[config.mk]
export PLATFORM = sky130hd
export DESIGN_NAME = lcd_cmd_decoder
export DESIGN_NICKNAME = d
export VERILOG_FILES = /design/src/lcd_pkg.sv /design/src/lcd_cmd_decoder.sv /design/src/lcd_flash_timer.sv /design/src/lcd_write_ram.sv
export SDC_FILE = /design/constraint.sdc
export NUM_CORES = 1
export LEC_CHECK = 0
export BUFFER_PORTS_ARGS = -buffer_cell sky130_fd_sc_hd__buf_4
export CORE_ASPECT_RATIO = 1.1
export CORE_MARGIN = 2
export CORE_UTILIZATION = 41
export DETAILED_ROUTE_END_ITERATION = 10
export GPL_TIMING_DRIVEN = 0
export PLACE_DENSITY = 0.61
export SYNTH_ARGS = -nofsm -noshare
export SYNTH_HDL_FRONTEND = slang
export SYNTH_SLANG_ARGS = --single-unit
[constraint.sdc]
create_clock -name CLOCK_I -period 2.74 [get_ports CLOCK_I]
set_clock_uncertainty 0.2 [all_clocks]
set_input_delay 0.274 -clock CLOCK_I [delete_from_list [all_inputs] [get_ports CLOCK_I]]
set_output_delay 0.274 -clock CLOCK_I [all_outputs]
set_load 0.05 [all_outputs]
[src/lcd_pkg.sv]
package lcd_pkg;
	// command nibbles in D7..D4
	localparam logic [3:0] CMD_HOME = 4'h1;
	localparam logic [3:0] CMD_DISP = 4'h3;
	localparam logic [3:0] CMD_PSAVE = 4'h4;
	localparam logic [3:0] CMD_PCTRL = 4'h5;
	localparam logic [3:0] CMD_SYSSET = 4'h6;
	localparam logic [3:0] CMD_CONTRAST = 4'h7;
	// address counter values
	localparam logic [6:0] HOME_ADDR = 7'h30;
	localparam logic [6:0] ADDR_RST = 7'h00;
	// symbol register window of the address space
	localparam logic [6:0] SYM_BASE = 7'h60;
	localparam logic [6:0] SYM_LAST = 7'h67;
	// reset values
	localparam logic [3:0] DISP_RST = 4'h0;
	localparam logic [1:0] PSAVE_RST = 2'h0;
	localparam logic [2:0] PCTRL_RST = 3'h0;
	localparam logic [1:0] LINES_RST = 2'h0;
	localparam logic CG_RST = 1'b0;
	localparam logic [3:0] CONTRAST_RST = 4'h0;
	// timing
	localparam int CLK_HZ = 20000000;
	localparam int RESUME_NS = 1000;
	localparam int RESUME_CYC = (RESUME_NS * (CLK_HZ / 1000000)) / 1000;
	localparam int INIT_US = 10;
	localparam int INIT_CYC = INIT_US * (CLK_HZ / 1000000);
	localparam int FLASH_MS = 500;
	localparam int FLASH_CYC = FLASH_MS * (CLK_HZ / 1000);
	localparam int FLASH_W = 24;
	// ram sizes
	localparam int RAM_DEPTH = 128;
endpackage

[src/lcd_cmd_decoder.sv]
`timescale 1ns/1ps
`default_nettype none
// Summary of operation
// sleep when supplies, oscillator off, sleep set
// sleep drives all display lines to VDD
// sleep keeps rams and settings, halts circuits
// reset clears cursor, flash, twin, display bits
// reset clears oscillator, sleep, supplies, glyph select
// host holds reset at least 10 us
// resume within 1 us after reset release
// cmd_data_sel low command, high data
// host spaces instructions beyond cycle time
// cursor home loads counter with 30 hex
// display control loads four bits D3..D0
// cursor hidden, reversed, or alternating by bits
// alternation period about one second
// cursor follows address counter
// symbol window with show, no flash blinks
// power save loads oscillator and sleep bits
// power control D3 zero loads three enables
// host runs oscillator before boost
// system set loads line count, glyph select
// host issues system set first
// contrast command stores four bit level
// D7 set loads address counter
// data write stores then increments counter
// counter range 00 through 7F hex
// glyph select chooses ram for codes 0-3
// system set decoded from nibble 0110
module lcd_cmd_decoder
	import lcd_pkg::*;
(
	input wire logic CLOCK_I,
	input wire logic NRST_I,
	input wire logic CMD_DATA_SEL_I,
	input wire logic NWR_I,
	input wire logic [7:0] D_I,
	input wire logic [6:0] SCAN_ADDR_I,
	input wire logic [7:0] SCAN_CODE_I,
	output logic [7:0] SCAN_DATA_O,
	output logic READY_O,
	output logic CURSOR_SHOW_O,
	output logic CURSOR_FLASH_O,
	output logic TWIN_MARKER_O,
	output logic DISPLAY_ON_O,
	output logic OSC_RUN_O,
	output logic SLEEP_REQUEST_O,
	output logic REGULATOR_ON_O,
	output logic FOLLOWER_ON_O,
	output logic BOOST_ON_O,
	output logic LINE_COUNT_HI_O,
	output logic LINE_COUNT_LO_O,
	output logic USER_GLYPH_SELECT_O,
	output logic [3:0] CONTRAST_O,
	output logic [6:0] ADDR_O,
	output logic SLEEP_O,
	output logic DRIVE_VDD_O,
	output logic CLOCKS_RUN_O,
	output logic CURSOR_ACTIVE_O,
	output logic CURSOR_REVERSE_O,
	output logic SYMBOL_BLINK_O,
	output logic GLYPH_FROM_RAM_O
);
	typedef enum logic [2:0] {
		LCD_ST_INIT = 3'b001, // waiting out the resume time
		LCD_ST_RUN = 3'b010, // normal operation
		LCD_ST_SLEEP = 3'b100 // sleep mode
	} lcd_state_e;

	lcd_state_e state_ff; // mode state
	lcd_state_e nxt_state; // next mode state
	logic [4:0] resume_ff; // cycles since reset release
	logic wr_d_ff; // delayed write strobe for edge detect
	logic [3:0] disp_ff; // show, flash, twin, display
	logic [1:0] psave_ff; // oscillator run, sleep request
	logic [2:0] pctrl_ff; // regulator, follower, boost
	logic [1:0] lines_ff; // line count hi, lo
	logic cg_ff; // glyph ram select
	logic [3:0] contrast_ff; // contrast level
	logic [6:0] addr_ff; // address counter
	logic flash_phase; // flash timer phase

	// write taken on the rising edge of the write strobe
	wire wr_act = ~NWR_I;
	wire wr_strobe = wr_d_ff & ~wr_act;
	wire ready = (state_ff != LCD_ST_INIT);
	wire take = wr_strobe & ready;
	wire is_cmd = take & ~CMD_DATA_SEL_I;
	wire is_data = take & CMD_DATA_SEL_I;
	wire [3:0] nib = D_I[7:4];
	wire cmd_home = is_cmd & (nib == CMD_HOME);
	wire cmd_disp = is_cmd & (nib == CMD_DISP);
	wire cmd_psave = is_cmd & (nib == CMD_PSAVE);
	wire cmd_pctrl = is_cmd & (nib == CMD_PCTRL) & ~D_I[3];
	wire cmd_sys = is_cmd & (nib == CMD_SYSSET);
	wire cmd_con = is_cmd & (nib == CMD_CONTRAST);
	wire cmd_addr = is_cmd & D_I[7];

	// sleep once sleep is requested and all supplies and the oscillator are off
	wire supplies_off = (pctrl_ff == 3'h0) & ~psave_ff[1];
	wire want_sleep = psave_ff[0] & supplies_off;
	wire asleep = (state_ff == LCD_ST_SLEEP);

	// next address: load, home or increment wrapping in 00..7F
	wire [6:0] addr_inc = addr_ff + 7'h01;
	wire [6:0] nxt_addr = cmd_addr ? D_I[6:0] :
		cmd_home ? HOME_ADDR :
		is_data ? addr_inc : addr_ff;

	// mode state transitions
	always_comb begin
		nxt_state = state_ff;
		case (state_ff)
			LCD_ST_INIT: begin
				if (resume_ff == 5'(RESUME_CYC - 1)) begin
					nxt_state = LCD_ST_RUN;
				end
			end
			LCD_ST_RUN: begin
				if (want_sleep) begin
					nxt_state = LCD_ST_SLEEP;
				end
			end
			LCD_ST_SLEEP: begin
				if (!want_sleep) begin
					nxt_state = LCD_ST_RUN;
				end
			end
			default: begin
				nxt_state = LCD_ST_INIT;
			end
		endcase
	end

	// state, resume counter and strobe history
	always_ff @(posedge CLOCK_I or negedge NRST_I) begin
		if (!NRST_I) begin
			state_ff <= LCD_ST_INIT;
			resume_ff <= '0;
			wr_d_ff <= 1'b0;
		end else begin
			state_ff <= nxt_state;
			resume_ff <= ready ? resume_ff : resume_ff + 5'h01;
			wr_d_ff <= wr_act;
		end
	end

	// display, power and glyph select settings, cleared by reset only
	always_ff @(posedge CLOCK_I or negedge NRST_I) begin
		if (!NRST_I) begin
			disp_ff <= DISP_RST;
			psave_ff <= PSAVE_RST;
			pctrl_ff <= PCTRL_RST;
			cg_ff <= CG_RST;
		end else begin
			if (cmd_disp) disp_ff <= D_I[3:0];
			if (cmd_psave) psave_ff <= D_I[1:0];
			if (cmd_pctrl) pctrl_ff <= D_I[2:0];
			if (cmd_sys) cg_ff <= D_I[0];
		end
	end

	// line count, contrast and address counter
	always_ff @(posedge CLOCK_I or negedge NRST_I) begin
		if (!NRST_I) begin
			lines_ff <= LINES_RST;
			contrast_ff <= CONTRAST_RST;
			addr_ff <= ADDR_RST;
		end else begin
			if (cmd_sys) lines_ff <= D_I[3:2];
			if (cmd_con) contrast_ff <= D_I[3:0];
			addr_ff <= nxt_addr;
		end
	end

	// flash timer halts in sleep, as the cursor outputs do; command decode and ram writes keep running
	lcd_flash_timer #(
		.HALF(FLASH_CYC)
	) u_flash (
		.clk_i(CLOCK_I),
		.nrst_i(NRST_I),
		.run_i(~asleep & psave_ff[1]),
		.phase_o(flash_phase)
	);

	// ram is never cleared by reset or sleep
	lcd_write_ram u_ram (
		.clk_i(CLOCK_I),
		.we_i(is_data),
		.waddr_i(addr_ff),
		.wdata_i(D_I),
		.raddr_i(SCAN_ADDR_I),
		.rdata_o(SCAN_DATA_O)
	);

	// cursor presentation decode
	wire in_sym = (addr_ff >= SYM_BASE) & (addr_ff <= SYM_LAST);
	wire show = disp_ff[3];
	wire flash = disp_ff[2];
	wire cur_act = show & ~in_sym;
	wire cur_rev = cur_act & (~flash | flash_phase);
	wire sym_blink = in_sym & show & ~flash & flash_phase;
	wire glyph_ram = cg_ff & (SCAN_CODE_I[7:2] == 6'h00);

	assign READY_O = ready;
	assign CURSOR_SHOW_O = disp_ff[3];
	assign CURSOR_FLASH_O = disp_ff[2];
	assign TWIN_MARKER_O = disp_ff[1];
	assign DISPLAY_ON_O = disp_ff[0];
	assign OSC_RUN_O = psave_ff[1];
	assign SLEEP_REQUEST_O = psave_ff[0];
	assign REGULATOR_ON_O = pctrl_ff[2];
	assign FOLLOWER_ON_O = pctrl_ff[1];
	assign BOOST_ON_O = pctrl_ff[0];
	assign LINE_COUNT_HI_O = lines_ff[1];
	assign LINE_COUNT_LO_O = lines_ff[0];
	assign USER_GLYPH_SELECT_O = cg_ff;
	assign CONTRAST_O = contrast_ff;
	assign ADDR_O = addr_ff;
	assign SLEEP_O = asleep;
	assign DRIVE_VDD_O = asleep;
	assign CLOCKS_RUN_O = ~asleep;
	assign CURSOR_ACTIVE_O = cur_act & ~asleep;
	assign CURSOR_REVERSE_O = cur_rev & ~asleep;
	assign SYMBOL_BLINK_O = sym_blink & ~asleep;
	assign GLYPH_FROM_RAM_O = glyph_ram;
endmodule // lcd_cmd_decoder
`default_nettype wire

[src/lcd_flash_timer.sv]
`timescale 1ns/1ps
`default_nettype none
// toggles a phase bit every half period while enabled
module lcd_flash_timer
	import lcd_pkg::*;
#(
	parameter int HALF = FLASH_CYC
) (
	input wire logic clk_i,
	input wire logic nrst_i,
	input wire logic run_i,
	output logic phase_o
);
	logic [FLASH_W-1:0] cnt_ff; // half period counter
	logic phase_ff; // current flash phase
	wire cnt_end = (cnt_ff == FLASH_W'(HALF - 1));
	wire [FLASH_W-1:0] nxt_cnt = cnt_end ? '0 : cnt_ff + 1'b1;
	// count only while running, halt otherwise
	always_ff @(posedge clk_i or negedge nrst_i) begin
		if (!nrst_i) begin
			cnt_ff <= '0;
			phase_ff <= 1'b0;
		end else if (run_i) begin
			cnt_ff <= nxt_cnt;
			phase_ff <= phase_ff ^ cnt_end;
		end
	end
	assign phase_o = phase_ff;
endmodule // lcd_flash_timer
`default_nettype wire

[src/lcd_write_ram.sv]
`timescale 1ns/1ps
`default_nettype none
// display ram: text, glyph and symbol storage, one write port
module lcd_write_ram
	import lcd_pkg::*;
(
	input wire logic clk_i,
	input wire logic we_i,
	input wire logic [6:0] waddr_i,
	input wire logic [7:0] wdata_i,
	input wire logic [6:0] raddr_i,
	output logic [7:0] rdata_o
);
	logic [7:0] mem [RAM_DEPTH]; // contents kept through reset and sleep
	logic [7:0] rd_ff; // registered read data
	// write and registered read
	always_ff @(posedge clk_i) begin
		if (we_i) begin
			mem[waddr_i] <= wdata_i;
		end
		rd_ff <= mem[raddr_i];
	end
	assign rdata_o = rd_ff;
endmodule // lcd_write_ram
`default_nettype wire

==> results by group <==
Outcome
  – Outcome: finished, violations left
  – Failing checks: negative setup slack

Layout
  – Most frequent cells in the layout: edfxtp_1, mux4_2, clkbuf_16
  – Area taken by flip-flops and latches: 32300 sq um
  – FILL cells: 8218
  – ANT cells: 0
  – Most common cell after layout, fill and taps aside: edfxtp_1
  – NumNets Final: 2134
  – Layout area overhead: 17.7%
  – Share of layout cells above drive strength 1: 0.386
  – Area occupied by multi-input gates: 10500 sq um

Clock network
  – CTS Buffer Depth: 3
  – CTS tree: done
  – Reg clk slew, reported paths: 0.06 ns
  – H-tree levels: 3
  – CTS Sinks: 1089
  – Clock insertion delay at the later pin of the skew report: 0.68 ns
  – CTS buffer count: 102
  – Root Driver: clkbuf_16

Pwr
  – PD cells: 713 nW/um^2
  – Power, Total: 35.5 mW
  – Leakage: 15.4 nW
  – Max rail drop VDD: 0.593 mV

Timing
  – Slew HR: 0.277
  – Final hold vios: 0
  – Final setup vio count: 62
  – Final worst-path cycle share: 1.01
  – Worst Tran Pin Value: 1.09 ns
  – Max Fclk: 0.361 GHz
  – Worst setup margin: -0.0289 ns
  – RSZ-0062 raised after global routing: yes
  – Setup TNS: -0.729 ns
  – Slew Viols, Final: 0
  – Final Critical Period: 2.77 ns

Floorplanning
  – Die Area: 106000 sq um
  – DIE HEIGHT: 341 microns
  – Core area: 102000 sq um
  – Site Rows: 123
  – Initial Util: 0.414
  – Die outline width: 311 microns
  – Io pins: 66

Yosys
  – Cells after Synth: 1891
  – #FFs+latches synth: 1089
  – Synthesized net count: 1921
  – Asr flop ratio synth: 0.0523
  – Most used flip-flop cell after synthesis: edfxtp_1
  – Syn Area/Cell: 22.4 sq um
  – Register area share after synthesis: 0.763
  – Post-synth EDFFs: 1024
  – Count of cell types in the netlist: 46
  – Post-synth top area share: 0.726
  – Syn Std Cell Area: 42400 sq um
  – Top cells by area, synth: edfxtp_1, mux4_2, dfrtp_1
  – Yosys warnings: 0
  – Area leader, netlist: edfxtp_1

Placed design
  – Final Wtd Congestion: 0.796
  – HPWL Detailed: 64.9 mm
  – Port bufs: 56

Setup path
  – Crit path DAT: 2.90 ns
  – WS Path Type: reg2reg
  – CP max stage delay: 0.65 ns
  – CP Launch Type: flip-flop
  – Crit-path cells: buf_4 > nor2_1 > nand2_1 > nor2_4
  – Worst-path maximum fanout: 8
  – Crit path required time: 2.87 ns
  – CP Capture Type: flip-flop
  – Worst path slowest cell: nand2_1

Global route
  – Maximum number of pins on one net before global-route repair: 135
  – GRT overflow: 0
  – Antenna violations before repair: 2
  – Number of global-route vias before repair: 20900
  – First-pass GRT wire length: 149 mm
  – Total track usage: 0.195

Worst hold path
  – Hold WC Path Type: in2reg

Drt
  – Drt wl/cell: 29.1 microns
  – Drt first pass iters: 6
  – Vias post-DR: 20300
  – Residual DRC count: 0
  – Initial DRC Count: 2100
  – Via/cell ratio: 5.70
  – WL final: 104 mm
  – Post-DRT Antenna Nets: 0

Flow run
  – MaxCap Viol Count: 0
==> what timing repair did <==
action	in CTS	in global routing
setup buffers	18	14
hold endpoints to repair	68	163
endpoints found under the setup margin	1049	629
hold buffers	6	9
gates cloned	3	1
pin swaps	8	6
gates resized for setup	290	21
==> synth_stat cells (all sizes together) (13+ instances only) <==
master,count
edfxtp,1024
mux4,336
nor2,155
dfrtp,56
buf,53
clkbuf,39
nand2,35
xnor2,26
mux2,24
nand3,23
inv,14
nand4,13
nor3,13
==> sequential cells by signal, summed over array words and instances, names as in the netlist, 2 cells and up <==
register and count:
lines_ff 2, u_flash.cnt_ff 24, CONTRAST_O 4, resume_ff 5
u_ram.rdata_o 8, state_ff 3, ADDR_O 7, psave_ff 2
disp_ff 4, u_ram.mem 1024, pctrl_ff 3
==> worst max-delay path, delay by kind of cell (launching register included) <==
family,cells,cell delay (ns)
buffers and inverters,1,0.17
flip-flops,1,0.46
AND/OR/NAND/NOR,3,1.56
==> stage by stage <==
stage	worst slack, ns	std cells	area, sq um	utilization	hold WS, ns
after floorplan	-0.274	1891	42600	-	-0.222
after global placement	-1.37	3322	44700	0.437	0.163
after detailed placement	-1.43	3324	44800	0.437	0.180
after CTS	-0.151	3536	49400	0.482	0.00387
after global routing	-0.148	3566	49900	0.487	0.0349
final	-0.0289	3566	49900	0.487	0.0177
==> layer usage <==
metal,part of all wire,track usage,vias to the layer above
li1,-,-,8407
met1,0.39,0.262,11000
met2,0.51,0.333,811
met3,0.064,0.0262,143
met4,0.030,0.0630,2
met5,0.00017,0,-
==> area by class of cell <==
type	count	area share
clock inverter	56	0.0105
sequential	1089	0.649
timing repair buffer	115	0.0244
buffer	86	0.0144
multi-input combinational	696	0.211
clock buffer	135	0.0553
tap	1375	0.0345
inverter	14	0.00113
==> power by group <==
part | internal, mW | switching [mW] | total (mW)
sequential | 18.3 | 0.193 | 18.5
combinational | 1.07 | 1.95 | 3.02
clock | 7.94 | 6.06 | 14.0
==> path summary, 6_finish.rpt <==
| path | start | to | slack, ns | cells past startpoint |
|---|---|---|---|---|
| max | ADDR_O[4] | u_ram.mem[78][3] | -0.03 | 4 |
| min | D_I[5] | u_ram.mem[24][5] | 0.02 | 2 |
| max reg2reg | ADDR_O[4] | u_ram.mem[78][3] | -0.03 | 4 |
| min reg2reg | u_flash.cnt_ff[6] | u_flash.cnt_ff[6] | 0.30 | 1 |
| max in group asynchronous | NRST_I | disp_ff[2] | 0.40 | 4 |
| min in group asynchronous | NRST_I | u_flash.cnt_ff[21] | 0.48 | 3 |
==> logic make-up after synthesis <==
group	share of synthesized area
simple gates	0.0297
compound gates	0.00437
fa+ha+maj	0.000886
xor+xnor	0.00579
buf+inv	0.0111
flops	0.763
mux	0.185
No activity file was read; power rests on OpenSTA's default activity.
